===== config.mk =====
export PLATFORM = sky130hd
export DESIGN_NAME = hdlc_tx_queue
export DESIGN_NICKNAME = d
export VERILOG_FILES = /design/src/inc/tx_fifo_pkg.sv /design/src/tx_byte_store.sv /design/src/hdlc_tx_queue.sv
export VERILOG_INCLUDE_DIRS = /design/src /design/src/inc
export SDC_FILE = /design/constraint.sdc
export NUM_CORES = 2
export LEC_CHECK = 0
export BUFFER_PORTS_ARGS = -buffer_cell sky130_fd_sc_hd__buf_2
export CORE_MARGIN = 2
export CORE_UTILIZATION = 40
export CTS_CLUSTER_SIZE = 28
export DETAILED_ROUTE_END_ITERATION = 10
export GPL_ROUTABILITY_DRIVEN = 0
export PLACE_DENSITY = 0.53
export SLEW_MARGIN = 40
export SYNTH_ARGS = -nofsm -noshare
export SYNTH_HDL_FRONTEND = slang
export SYNTH_SLANG_ARGS = --single-unit

===== constraint.sdc =====
create_clock -name clk -period 7.62 [get_ports clk]
set_input_delay 0 -clock clk [delete_from_list [all_inputs] [get_ports clk]]
set_output_delay 0 -clock clk [all_outputs]
set_load 0.005 [all_outputs]

===== src/inc/tx_fifo_regs.svh =====
// register offsets, field positions and reset values of the transmit queue front end
// assumes an 8-bit in-port byte address; port select is decoded outside
`ifndef TX_FIFO_REGS_SVH
`define TX_FIFO_REGS_SVH

`define OFS_CTRL        8'hA0
`define OFS_DATA        8'hA2
`define OFS_STAT        8'hA4
`define OFS_LATCH       8'hA6
`define OFS_IEN         8'hA8

`define CTRL_RST        16'h0800
`define CTRL_MASK       16'h1F09
`define CTRL_THR_LSB    8
`define CTRL_THR_W      5
`define CTRL_MSB_BIT    3
`define CTRL_FLUSH_BIT  0

`define DATA_VAL_LSB    8
`define DATA_MARK_BIT   0

`define STAT_GRP_LSB    8
`define STAT_GRP_W      6
`define GROUP_SHIFT     3

`define BIT_OVF         5
`define BIT_UDF         4
`define BIT_PKT         3
`define BIT_FULL        2
`define BIT_EMPTY       1
`define BIT_SPACE       0

`define EVT_MASK        16'h003F
`define LATCH_RST       16'h0000
`define IEN_RST         16'h0000

`endif


===== src/inc/tx_fifo_pkg.sv =====
// types shared by the transmit queue front end and its storage
// assumes nothing beyond a SystemVerilog compiler
package tx_fifo_pkg;

   typedef struct packed {
      logic [7:0]  addr;
      logic [15:0] wdata;
      logic [1:0]  be;
      logic        wr;
      logic        rd;
   } bus_req_t;

   typedef struct packed {
      logic       mark;
      logic [7:0] value;
   } q_entry_t;

   typedef struct packed {
      logic value;
      logic valid;
      logic last;
   } ser_out_t;

   typedef enum logic {SER_IDLE, SER_SHIFT} ser_state_t;

endpackage


===== src/tx_byte_store.sv =====
// flip-flop queue storage with fill count
// assumes the caller never pushes when full nor pops when empty; DEPTH is a power of two
`timescale 1ns/100ps
`default_nettype none

module tx_byte_store #(
   parameter int WIDTH = 9,
   parameter int DEPTH = 256
) (
   // clock and control
   input  wire logic                       clk,
   input  wire logic                       srst,
   input  wire logic                       ce,
   input  wire logic                       clear,
   // fill side
   input  wire logic                       push,
   input  wire logic [WIDTH-1:0]           pushData,
   // drain side
   input  wire logic                       pop,
   output logic      [WIDTH-1:0]           popData,
   output logic      [$clog2(DEPTH):0]     count
);

   localparam int AW = $clog2(DEPTH);

   logic [WIDTH-1:0] mem_ff [DEPTH];
   logic [AW-1:0]    wrPtr_ff;
   logic [AW-1:0]    rdPtr_ff;
   logic [AW:0]      count_ff;

   assign popData = mem_ff[rdPtr_ff];
   assign count   = count_ff;

   // storage carries no reset: cheaper, and the count guards stale words
   always_ff @(posedge clk) begin
      if (ce && push) begin
         mem_ff[wrPtr_ff] <= pushData;
      end
   end

   always_ff @(posedge clk) begin
      if (srst) begin
         wrPtr_ff <= '0;
         rdPtr_ff <= '0;
         count_ff <= '0;
      end else if (ce) begin
         if (clear) begin
            wrPtr_ff <= '0;
            rdPtr_ff <= '0;
            count_ff <= '0;
         end else begin
            if (push) begin
               wrPtr_ff <= wrPtr_ff + 1'b1;
            end
            if (pop) begin
               rdPtr_ff <= rdPtr_ff + 1'b1;
            end
            case ({push, pop})
               2'b10: count_ff <= count_ff + 1'b1;
               2'b01: count_ff <= count_ff - 1'b1;
               default: count_ff <= count_ff;
            endcase
         end
      end
   end

endmodule

`default_nettype wire


===== src/hdlc_tx_queue.sv =====
// transmit queue front end: register port, byte queue, status, latched events, bit serialiser
// assumes a 16-bit host port with byte enables and a bit consumer that pulls one bit per cycle
// Behaviour
// - upper-byte data write pushes byte and mark
// - data register always reads as zero
// - bit 0 first, or bit 7 when reordered
// - mark bit tags last byte of packet
// - status shows free eight-byte groups
// - full flag set only at full depth
// - empty flag set when queue holds nothing
// - space flag when free bytes reach threshold
// - write into full queue latches overflow
// - running dry mid-packet latches underflow
// - reading a marked byte latches packet end
// - empty rise or flush release latches empty
// - space rise or flush release latches space
// - enables gate latched bits with port enable
// - full interrupt fed by full-rise latch
// - interrupt enables reset to zero
// - threshold is level times eight plus one
// - flush empties, halts, ignores data writes
`timescale 1ns/100ps
`default_nettype none

`include "tx_fifo_regs.svh"

module hdlc_tx_queue #(
   parameter int DEPTH = 256
) (
   // clock, enable, reset
   input  wire logic                  clk,
   input  wire logic                  ce,
   input  wire logic                  srst,
   // host register port
   input  wire tx_fifo_pkg::bus_req_t busReq,
   output logic      [15:0]           rdData,
   // packet processor bit pull
   input  wire logic                  bitReady,
   output var tx_fifo_pkg::ser_out_t  serOut,
   // interrupt
   input  wire logic                  portIrqEnable,
   output logic                       txIrq
);

   import tx_fifo_pkg::*;

   localparam int CW = $clog2(DEPTH) + 1;

   logic [15:0]   ctrl_ff;
   logic [15:0]   latch_ff;
   logic [15:0]   ien_ff;
   logic [15:0]   rdData_ff;
   logic          flushPrev_ff;
   logic          fullPrev_ff;
   logic          emptyPrev_ff;
   logic          spacePrev_ff;
   ser_state_t    state_ff;
   logic [7:0]    shift_ff;
   logic [2:0]    bitCnt_ff;
   logic          curEnd_ff;
   logic [CW-1:0] fillCount;
   q_entry_t      popEntry;
   q_entry_t      pushEntry;

   // address decode and byte lanes
   wire hitCtrl  = busReq.addr == `OFS_CTRL;
   wire hitData  = busReq.addr == `OFS_DATA;
   wire hitStat  = busReq.addr == `OFS_STAT;
   wire hitLatch = busReq.addr == `OFS_LATCH;
   wire hitIen   = busReq.addr == `OFS_IEN;
   wire wrHi     = busReq.wr & busReq.be[1];
   wire [15:0] laneMask = {{8{busReq.be[1]}}, {8{busReq.be[0]}}};
   wire [15:0] wrBits   = busReq.wdata & laneMask;

   // control fields
   wire                     flush    = ctrl_ff[`CTRL_FLUSH_BIT];
   wire                     msbFirst = ctrl_ff[`CTRL_MSB_BIT];
   wire [`CTRL_THR_W-1:0]   thrLevel = ctrl_ff[`CTRL_THR_LSB +: `CTRL_THR_W];

   // live queue flags
   wire          full       = fillCount == CW'(DEPTH);
   wire          empty      = fillCount == '0;
   wire [CW-1:0] freeBytes  = CW'(DEPTH) - fillCount;
   wire [`STAT_GRP_W-1:0] freeGroups = `STAT_GRP_W'(freeBytes >> `GROUP_SHIFT);
   wire [CW-1:0] thrBytes   = CW'({thrLevel, 3'h0}) + CW'(1);
   wire          spaceOk    = freeBytes >= thrBytes;

   // host writes into the queue; a flushed queue swallows them silently
   wire dataWr = busReq.wr & hitData & wrHi & ~flush;
   wire push   = dataWr & ~full;
   wire ovfEvt = dataWr & full;

   assign pushEntry.value = busReq.wdata[`DATA_VAL_LSB +: 8];
   assign pushEntry.mark  = busReq.wdata[`DATA_MARK_BIT];

   // serialiser fetches a byte when idle or as the last bit leaves
   wire bitTake  = (state_ff == SER_SHIFT) & bitReady;
   wire lastBit  = bitCnt_ff == 3'h7;
   wire needByte = (state_ff == SER_IDLE) | (bitTake & lastBit);
   wire pop      = needByte & ~empty & ~flush;
   wire udfEvt   = bitTake & lastBit & empty & ~curEnd_ff & ~flush;
   wire pktEvt   = pop & popEntry.mark;
   wire [7:0] revByte  = {<<{popEntry.value}};
   wire [7:0] loadByte = msbFirst ? revByte : popEntry.value;

   // edge sources for the latched register
   wire flushRel  = flushPrev_ff & ~flush;
   wire fullRise  = full & ~fullPrev_ff;
   wire emptyRise = (empty & ~emptyPrev_ff) | flushRel;
   wire spaceRise = (spaceOk & ~spacePrev_ff) | flushRel;

   wire [15:0] evtSet = {10'h000, ovfEvt, udfEvt, pktEvt, fullRise, emptyRise, spaceRise};
   wire [15:0] clrMask = (busReq.wr & hitLatch) ? (wrBits & `EVT_MASK) : 16'h0000;
   // set wins over a clear landing in the same cycle
   wire [15:0] nxt_latch = (latch_ff & ~clrMask) | evtSet;
   wire [15:0] nxt_ctrl  = (ctrl_ff & ~laneMask) | (wrBits & `CTRL_MASK);
   wire [15:0] nxt_ien   = (ien_ff & ~laneMask) | (wrBits & `EVT_MASK);

   // read selection; the data register has no read path at all
   wire [15:0] statusLive = {2'b00, freeGroups, 5'b00000, full, empty, spaceOk};
   wire [15:0] rdSel = hitCtrl  ? ctrl_ff :
                       hitStat  ? statusLive :
                       hitLatch ? latch_ff :
                       hitIen   ? ien_ff : 16'h0000;

   tx_byte_store #(
      .WIDTH ($bits(q_entry_t)),
      .DEPTH (DEPTH)
   ) u_store (
      .clk      (clk),
      .srst     (srst),
      .ce       (ce),
      .clear    (flush),
      .push     (push),
      .pushData (pushEntry),
      .pop      (pop),
      .popData  (popEntry),
      .count    (fillCount)
   );

   always_ff @(posedge clk) begin
      if (srst) begin
         ctrl_ff <= `CTRL_RST;
         ien_ff  <= `IEN_RST;
      end else if (ce && busReq.wr) begin
         if (hitCtrl) begin
            ctrl_ff <= nxt_ctrl;
         end
         if (hitIen) begin
            ien_ff <= nxt_ien;
         end
      end
   end

   always_ff @(posedge clk) begin
      if (srst) begin
         latch_ff <= `LATCH_RST;
      end else if (ce) begin
         latch_ff <= nxt_latch;
      end
   end

   // previous flags start at their reset-time levels so nothing latches spuriously
   always_ff @(posedge clk) begin
      if (srst) begin
         flushPrev_ff <= 1'b0;
         fullPrev_ff  <= 1'b0;
         emptyPrev_ff <= 1'b1;
         spacePrev_ff <= 1'b1;
      end else if (ce) begin
         flushPrev_ff <= flush;
         fullPrev_ff  <= full;
         emptyPrev_ff <= empty;
         spacePrev_ff <= spaceOk;
      end
   end

   always_ff @(posedge clk) begin
      if (srst) begin
         rdData_ff <= 16'h0000;
      end else if (ce && busReq.rd) begin
         rdData_ff <= rdSel;
      end
   end

   always_ff @(posedge clk) begin
      if (srst) begin
         state_ff  <= SER_IDLE;
         shift_ff  <= 8'h00;
         bitCnt_ff <= 3'h0;
         curEnd_ff <= 1'b0;
      end else if (ce) begin
         case (state_ff)
            SER_IDLE, SER_SHIFT: begin
               if (flush) begin
                  // a partly sent byte is dropped, so the next fetch starts clean
                  state_ff  <= SER_IDLE;
                  bitCnt_ff <= 3'h0;
                  curEnd_ff <= 1'b0;
               end else if (pop) begin
                  state_ff  <= SER_SHIFT;
                  shift_ff  <= loadByte;
                  bitCnt_ff <= 3'h0;
                  curEnd_ff <= popEntry.mark;
               end else if (bitTake) begin
                  state_ff  <= lastBit ? SER_IDLE : SER_SHIFT;
                  shift_ff  <= {1'b0, shift_ff[7:1]};
                  bitCnt_ff <= bitCnt_ff + 3'h1;
               end
            end
            default: state_ff <= SER_IDLE;
         endcase
      end
   end

   assign rdData       = rdData_ff;
   assign serOut.value = shift_ff[0];
   assign serOut.valid = state_ff == SER_SHIFT;
   assign serOut.last  = (state_ff == SER_SHIFT) & curEnd_ff & lastBit;
   // one port-level enable gates every source
   assign txIrq = portIrqEnable & (|(latch_ff & ien_ff & `EVT_MASK));

   a_upper_push: assert property (
      @(posedge clk) disable iff (srst)
      (ce && busReq.wr && busReq.be[1] && hitData && !flush && !full && !pop)
      |=> fillCount == $past(fillCount) + CW'(1))
      else $error("upper data write did not push");

   a_lower_nopush: assert property (
      @(posedge clk) disable iff (srst)
      (ce && busReq.wr && !busReq.be[1] && !pop && !flush)
      |=> fillCount == $past(fillCount))
      else $error("lower byte write changed fill");

   a_data_readzero: assert property (
      @(posedge clk) disable iff (srst)
      (ce && busReq.rd && hitData) |=> rdData == 16'h0000)
      else $error("data register read not zero");

   a_first_bit: assert property (
      @(posedge clk) disable iff (srst)
      (ce && pop)
      |=> serOut.valid && serOut.value == ($past(msbFirst) ? $past(popEntry.value[7]) : $past(popEntry.value[0])))
      else $error("wrong first bit order");

   a_group_read: assert property (
      @(posedge clk) disable iff (srst)
      (ce && busReq.rd && hitStat)
      |=> rdData[13:8] == `STAT_GRP_W'((CW'(DEPTH) - $past(fillCount)) >> 3))
      else $error("free group count wrong");

   a_full_empty: assert property (
      @(posedge clk) disable iff (srst)
      (fillCount == CW'(DEPTH)) |-> statusLive[2] && !statusLive[1] && !spaceOk)
      else $error("full flags inconsistent");

   a_space_thr: assert property (
      @(posedge clk) disable iff (srst)
      (fillCount <= CW'(DEPTH) - CW'({thrLevel, 3'h0}) - CW'(1)) |-> statusLive[0])
      else $error("space flag low with room");

   a_ovf_latch: assert property (
      @(posedge clk) disable iff (srst)
      (ce && busReq.wr && busReq.be[1] && hitData && full && !flush)
      |=> latch_ff[`BIT_OVF] && fillCount == $past(fillCount) - CW'($past(pop)))
      else $error("overflow not latched");

   a_udf_latch: assert property (
      @(posedge clk) disable iff (srst)
      (ce && udfEvt) |=> latch_ff[`BIT_UDF] && !serOut.valid)
      else $error("underflow not latched");

   a_pkt_latch: assert property (
      @(posedge clk) disable iff (srst)
      (ce && pop && popEntry.mark) |=> latch_ff[`BIT_PKT])
      else $error("packet end not latched");

   a_flush_release: assert property (
      @(posedge clk) disable iff (srst)
      (ce && flushPrev_ff && !flush) |=> latch_ff[`BIT_EMPTY] && latch_ff[`BIT_SPACE])
      else $error("flush release not latched");

   a_irq_gate: assert property (
      @(posedge clk) disable iff (srst)
      !portIrqEnable || (latch_ff & ien_ff) == 16'h0000 |-> !txIrq)
      else $error("interrupt not gated");

   a_ien_reset: assert property (
      @(posedge clk)
      $fell(srst) |-> ien_ff == 16'h0000 && !txIrq)
      else $error("enables not cleared by reset");

   a_flush_ignore: assert property (
      @(posedge clk) disable iff (srst)
      (ce && flush) |=> fillCount == '0 && !serOut.valid)
      else $error("flush did not empty queue");

   a_w1c_clear: assert property (
      @(posedge clk) disable iff (srst)
      (ce && busReq.wr && hitLatch && busReq.be[0] && busReq.wdata[5] && !ovfEvt)
      |=> !latch_ff[`BIT_OVF])
      else $error("write one did not clear");

endmodule

`default_nettype wire


# Word-level counts from Yosys, hierarchy flattened
# Memory sizes are Yosys's and may differ from the RTL's. A register that Yosys moved wholly into a read port is not among the register bits.
# Cells that the tools add are included.
word_totals:
  reg_bits: 106
  ram_bits: 2304
  inputBits: 33
  output_inout_bits: 20
  elab_cells: 120
  n_memories: 1
memory_table:
  columns: ["memory", "depth", "word_bits", "rd", "rd_clocked_by_memory_dff", "wr", "line", "text"]
  rows:
  - ["u_store.mem_ff", 256, 9, 1, 1, 1, "tx_byte_store.sv:26", "logic [WIDTH-1:0] mem_ff [DEPTH];"]
op_classes:
  add_sub_neg: 7
  n_lt_le_gt_ge: 1
  n_eq_ne: 9
  mux: 27
  n_bitwise: 43
  n_reduce_logical: 17
ops:
  columns: ["operator", "count"]
  rows:
  - ["2-to-1 mux 8 bit", 9]
  - ["2-to-1 mux 16 bit", 4]
  - ["bitwise AND 16 bit", 3]
  - ["equality test 8 bit, second input constant", 5]
  - ["OR 16 x 6 -> 16 bit", 2]
  - ["bitwise AND 1 bit", 22]
  - ["case mux 9 bit (2 select lines)", 1]
  - ["adder 8 x 1 -> 8 bit, second input constant", 2]
  - ["inverter 16 bit", 1]
  - ["inverter 6 -> 16 bit", 1]
  - ["OR 16 x 13 -> 16 bit", 1]
  - ["bitwise AND 13 bit", 1]
  - ["AND reduction 2 bit", 6]
  - ["adder 8 x 1 -> 9 bit, second input constant", 1]
  - ["adder 9 x 1 -> 9 bit, second input constant", 1]
  - ["equality test 9 bit, second input constant", 1]
  - [">= comparator 9 bit", 1]
  - ["logical NOT 9 bit", 1]
  - ["2-to-1 mux 3 bit", 3]
  - ["2-to-1 mux 9 bit", 1]
  - ["subtractor 9 x 1 -> 9 bit, second input constant", 1]
  - ["subtractor 9 bit, first input constant", 1]
  - ["2-to-1 mux 1 bit", 8]
  - ["inverter 1 bit", 8]
  - ["12 further kinds", 19]

# Longest topological paths before layout
depth:
  word_depth: 9
  mapped_depth: 22
  depth_no_buf: 19

# By module
# A second synthesis with hierarchy kept.
hier_totals:
  cells_unflattened: 4585
  hier_area_um2: 93598.5
by_module_without_submodules:
  columns: ["module", "n_inst", "cells_per_inst", "area_per_inst_um2", "seq_area_each_um2"]
  rows:
  - ["tx_byte_store", 1, 4189, 90052.6, 69847.0]
  - ["hdlc_tx_queue", 1, 396, 3545.9, 1421.4]

# Worst setup path after synthesis
# Ideal clock, no wire load.
synth_path:
  kind: "flip-flop to flip-flop"
  startpoint: "reg u_store.count_ff[0], in the netlist u_store.count[0]"
  endpoint: "reg u_store.count_ff[8], in the netlist u_store.count[8]"
  setup_ns: 0.074
  t_arrival_ns: 4.269
  required_time_ns: 7.546
  slack_ns: 3.277
  stages_incl_launch_ff: 23
  period_less_slack_ns: 4.343
  path_cell_list: "dfxtp_1 > clkbuf_1 > inv_1 > ha_1 > nor3b_1 > nand2_1 > nor3_1 > ha_1 > nor2b_1 > and4b_1 > clkbuf_1 > or3_1 > clkbuf_1 > inv_1 > xnor2_1 > ha_1 > nor4_1 > o41ai_1 > a31o_2 > a21oi_1 > xnor2_1 > or4_1 > a31oi_1"
synth_between:
  word_cells_on_any_way: 15
synth_rtl:
  columns: ["element", "line", "text"]
  rows:
  - ["from (decl)", "tx_byte_store.sv:29", "logic [AW:0] count_ff;"]
  - ["from (signal assigned)", "tx_byte_store.sv:59", "2'b10: count_ff <= count_ff + 1'b1;"]
  - ["from (signal assigned)", "tx_byte_store.sv:60", "2'b01: count_ff <= count_ff - 1'b1;"]
  - ["from (signal assigned)", "tx_byte_store.sv:61", "default: count_ff <= count_ff;"]
  - ["equality test 9 bit *", "hdlc_tx_queue.sv:81", "wire full = fillCount == CW'(DEPTH);"]
  - ["via full", "hdlc_tx_queue.sv:81", null]
  - ["inverter 1 bit *", "hdlc_tx_queue.sv:90", "wire push = dataWr & ~full;"]
  - ["bitwise AND 1 bit *", "hdlc_tx_queue.sv:90", null]
  - ["equality test 2 x 1 -> 1 bit or equality test 2 bit (tied branches)", "tx_byte_store.sv:58", "case ({push, pop})"]
  - ["case mux 9 bit (2 select lines) or nonzero test 3 bit (tied branches)", null, null]
  - ["2-to-1 mux 9 bit or AND reduction 2 bit (tied branches)", null, null]
# Mark *: on every way through the listed nets, which the timed path passes. The rest lies on a longest branch.
# A chain may end at the register's enable or synchronous reset.

# Worst setup path in the final report
layout_path:
  startpoint: "reg u_store.count_ff[0], in the netlist u_store.count[0]"
  endpoint: "reg u_store.count_ff[8], in the netlist u_store.count[8]"
layout_between:
  elab_chain_len: 7
  word_cells_on_any_way: 15
layout_lines:
  columns: ["element", "line", "text"]
  rows:
  - ["logical NOT 9 bit *", "hdlc_tx_queue.sv:82", "wire empty = fillCount == '0;"]
  - ["via empty", "hdlc_tx_queue.sv:82", null]
  - ["inverter 1 bit *", "hdlc_tx_queue.sv:100", "wire pop = needByte & ~empty & ~flush;"]
  - ["bitwise AND 1 bit * (2 in series)", "hdlc_tx_queue.sv:100", null]
  - ["equality test 2 x 1 -> 1 bit or equality test 2 bit (tied branches)", "tx_byte_store.sv:58", null]
  - ["case mux 9 bit (2 select lines) or nonzero test 3 bit (tied branches)", null, null]
  - ["2-to-1 mux 9 bit or AND reduction 2 bit (tied branches)", null, null]
# Marks and branches as above.

==> implementation parameters <==
Parameter                              Value

Power and ir drop
  Net switching power figure ... 8.284 mW
  LEAKAGE ... 31.96 nW
  Peak ir drop on the vdd network ... 235.1 uV
  Part of the power in combinational logic ... 0.173
  Share of power burned in registers ... 0.462
  Cell-internal power ... 23.54 mW
  Proportion of power drawn by the clock network ... 0.365
  Switching Share ... 0.2603
  Power per standard cell area ... 298.0 mW/mm^2

Setup path
  Critical path fanouts, max ... 18
  Data required time at the worst endpoint ... 8.41 ns
  Crit path DAT ... 5.69 ns
  Worst r2r path cells ... 18
  Worst reg2reg path endpoint ... u_store.count[8]
  Crit. End Element ... flop
  Minimum setup slack among reg-to-reg paths ... 2.72 ns
  Start of the worst register-to-register path ... u_store.count[0]
  Startpoint kind of the worst setup timing path ... flop
  Start point of the critical path ... u_store.count[0]
  Worst setup path end ... u_store.count[8]
  Critical Setup Path Class ... flop to flop

CTS
  Maximum clock path buffer count ... 3
  Clock root buffer ... sky130_fd_sc_hd__clkbuf_16
  Clock tree from TritonCTS ... built
  Number of levels in the clock H-tree ... 4
  Clock input transition at the sequential cells of the worst setup and hold paths ... 0.06 ns
  TritonCTS sink count ... 2408
  Clock latency of the later-clocked register in the worst-skew pair ... 0.88 ns
  Number of gates given a new drive strength after cts ... 0
  Number of buffers added by the clock tree synthesis step ... 241

Floorplanning
  I/O pin cnt ... 53
  Die Area ... 0.2387 mm^2
  X dimension of the die ... 488.6 um
  Placement Rows ... 177
  Die boundary height ... 488.6 um
  Core box area ... 0.2330 mm^2
  Initial Util ... 0.4032

Synth
  Dominant combinational cell family by area after synthesis ... multiplexers
  Avg Inst Size Synth ... 20.01 um^2
  Count of synthesis-stage warnings from yosys ... 0
  Share of Yosys cell area claimed by the top area cell type ... 0.7366
  Compound-Gate Fraction of Synth Area ... 0.04292
  Number of enable flip-flop cells after synthesis ... 2304
  Largest cells by area after synthesis ... sky130_fd_sc_hd__edfxtp_1 (74%), sky130_fd_sc_hd__mux4_2 (12%), sky130_fd_sc_hd__dfxtp_1 (2.2%), sky130_fd_sc_hd__mux2i_1 (1.7%), sky130_fd_sc_hd__nor2_1 (1.4%)
  Simple logic cell fraction of the synthesized area ... 0.03274
  Sequential-to-total area share from yosys stat ... 0.7588
  Net count after synthesis ... 4746
  Number of unique standard cell types used by synthesis ... 73
  #FFs+latches synth ... 2408
  Combined area of all synthesized cells ... 0.09393 mm^2
  Mux share of post-synthesis cell area ... 0.1409
  Fraction of registers with async set/reset ... 0
  Flip-flop cell with the highest count after synthesis ... sky130_fd_sc_hd__edfxtp_1
  Adder-Cell Fraction of Synth Area ... 0.002531
  Post-synthesis cell type with the largest combined area ... sky130_fd_sc_hd__edfxtp_1
  Cells after Synth ... 4694
  Xor-xnor portion of the synthesized cell area ... 0.001865

Placed design
  Hpwl dp ... 152100 um
  Number of placed instances with taps included ... 7705
  Number of buffer cells added on primary ports ... 50

Status
  Run status ... finished clean

STA
  Final hold vios ... 0
  Setup repair after global routing missed its margin ... false
  Clock period minus worst slack ... 4.900 ns
  Layout Skew ... 0.05880 ns
  Final clock period utilization by the worst path ... 0.6430
  Final setup violation count ... 0
  Rel. slew slack ... 0.3879
  Worst slew pin tran ... 0.9181 ns
  Max-slew violation count ... 0
  Final sum of negative setup slack ... 0 ns
  Highest Clock Rate ... 204.1 MHz

Global route
  GRT Total Usage ... 0.2094
  Wire length of the first global-routing pass ... 355800 um
  Remaining global-route overflow ... 0
  Initial antenna violation count ... 4
  Via count of the first global-routing pass ... 47280
  Largest net degree at the start of global routing ... 175

Drt
  Vias after detailed routing ... 47070
  Number of vias per cell ... 5.734
  Avg WL per Cell ... 30.71 um
  Routed WL ... 252100 um
  Detailed-route DRC error count ... 0
  Detailed Route Iter0 Violations ... 5081
  First drt pass iteration count ... 5
  Residual antenna-violating net count after detailed routing ... 0

Cells and area
  Fin cells ... 8209
  Fraction of layout instances using a drive strength above 1 ... 0.2664
  Most common library cell in the layout ignoring fill and taps ... sky130_fd_sc_hd__edfxtp_1
  Number of nets in the finished design ... 4930
  Area growth from synthesis to layout ... 13.70%
  Highest-count cells in the layout ignoring fill and taps ... sky130_fd_sc_hd__edfxtp_1 (2304), sky130_fd_sc_hd__mux4_2 (513), sky130_fd_sc_hd__nor2_2 (254)

Flow run
  Maximum capacitance violations ... 0

Min path
  Classification of the worst-slack hold path ... input port to flop
cell families (layout without fill, tap and decap cells):
family          after synthesis  count (layout)
xor+xnor                     20              20
fa+ha+maj                    19              19
other cells                   0               1
compound gates              567             567
buf+inv                     310             692
mux                         680             680
simple gates                690             690
flops                      2408            2408
power groups by stage:
stage	logic [mW]	clock network (mW)	registers, mW
2_1_floorplan	4.14	0	14.9
3_3_place_gp	5.52	0	15.0
3_5_place_dp	5.55	0	15.0
4_1_cts	5.58	11.8	14.7
5_1_grt	5.85	12.3	14.7
6_report	5.50	11.6	14.7
sequential cells by signal, summed over array words and instances, names as in the netlist, named ones only:
name / flops
bitCnt_ff: 3
latch_ff: 6
u_store.wrPtr_ff: 8
u_store.rdPtr_ff: 8
ien_ff: 10
curEnd_ff: 1
emptyPrev_ff: 1
u_store.count: 9
spacePrev_ff: 1
fullPrev_ff: 1
u_store.mem_ff: 2304
shift_ff: 8
ctrl_ff: 9
flushPrev_ff: 1
state_ff: 1
rdData: 16
metal layers:
layer / vias to the layer above / routed length (um) / global-route usage
met5: - / 0 / 0
met4: 0 / 7225 / 0.06080
met3: 351 / 15620 / 0.03266
met2: 1571 / 119900 / 0.3308
met1: 25300 / 109400 / 0.3015
li1: 19850 / - / -
worst min-delay path by stage:
| stage | from | to | slack (ns) | depth (start not counted) |
|---|---|---|---|---|
| 2_1_floorplan | portIrqEnable | txIrq | 0.07 | 2 |
| 3_3_place_gp | busReq[5] | flop | 0.27 | 3 |
| 3_5_place_dp | busReq[5] | flop | 0.27 | 3 |
| 4_1_cts | busReq[0] | rdData[4] | 0.11 | 5 |
| 5_1_grt | busReq[16] | u_store.mem_ff[74][4] | 0.15 | 2 |
| 6_report | busReq[16] | u_store.mem_ff[74][4] | 0.15 | 2 |
synthesized netlist by cell type (13+ instances only):
master / number
sky130_fd_sc_hd__a211oi_1: 24
sky130_fd_sc_hd__a21oi_1: 132
sky130_fd_sc_hd__a221oi_1: 58
sky130_fd_sc_hd__a22o_1: 35
sky130_fd_sc_hd__a22oi_1: 132
sky130_fd_sc_hd__and2_1: 21
sky130_fd_sc_hd__buf_1: 14
sky130_fd_sc_hd__buf_2: 62
sky130_fd_sc_hd__buf_4: 22
sky130_fd_sc_hd__buf_6: 29
sky130_fd_sc_hd__buf_8: 15
sky130_fd_sc_hd__clkbuf_1: 131
sky130_fd_sc_hd__dfxtp_1: 104
sky130_fd_sc_hd__edfxtp_1: 2304
sky130_fd_sc_hd__ha_1: 19
sky130_fd_sc_hd__inv_1: 24
sky130_fd_sc_hd__mux2i_1: 161
sky130_fd_sc_hd__mux4_2: 513
sky130_fd_sc_hd__nand2_1: 124
sky130_fd_sc_hd__nand3_1: 32
sky130_fd_sc_hd__nor2_1: 352
sky130_fd_sc_hd__nor2b_1: 21
sky130_fd_sc_hd__nor3_1: 61
sky130_fd_sc_hd__o21ai_0: 31
sky130_fd_sc_hd__o221ai_1: 31
sky130_fd_sc_hd__o22ai_1: 44
sky130_fd_sc_hd__xnor2_1: 13
timing repair:
action,CTS,global route
endpoints found under the setup margin,0,0
endpoints found under the hold margin,1156,0
hold buffers,57,0
setup buffers,0,0
cell type report:
cell class	instances	area, um^2
clock inverter	135	1289
antenna	1	2.502
fill	19760	126200
inverter	25	93.84
clock buffer	306	6400
sequential	2408	71280
timing repair buffer	226	2192
multi-input combinational	1976	21610
tap	3132	3919
metrics by stage:
step                      hold slack, ns  power (mW)  setup slack [ns]  cell area [um^2]    util
after floorplan                  0.06734       19.00             3.277             93930       -
after global placement            0.2688       20.50             2.004             97500  0.4185
after detailed placement          0.2721       20.54             2.686             98280  0.4218
after CTS                         0.1101       32.11             2.650            106500  0.4573
after global routing              0.1506       32.87             2.220            106800  0.4584
final                             0.1499       31.82             2.720            106800  0.4584
worst max-delay path, stage by stage (launching register included):
cell	delay [ns]
sky130_fd_sc_hd__dfxtp_1	0.41
sky130_fd_sc_hd__inv_1	0.12
sky130_fd_sc_hd__ha_1	0.18
sky130_fd_sc_hd__nor3b_1	0.33
sky130_fd_sc_hd__nand2_1	0.15
sky130_fd_sc_hd__nor3_1	0.23
sky130_fd_sc_hd__ha_1	0.37
sky130_fd_sc_hd__a21o_1	0.53
sky130_fd_sc_hd__or3_1	0.40
sky130_fd_sc_hd__inv_1	0.18
sky130_fd_sc_hd__xnor2_1	0.17
sky130_fd_sc_hd__ha_1	0.25
sky130_fd_sc_hd__nor4_1	0.26
sky130_fd_sc_hd__o41ai_1	0.12
sky130_fd_sc_hd__a31o_2	0.27
sky130_fd_sc_hd__a21oi_1	0.17
sky130_fd_sc_hd__xnor2_1	0.11
sky130_fd_sc_hd__or4_1	0.41
sky130_fd_sc_hd__a31oi_1	0.18
No activity file was read; power rests on OpenSTA's default activity.
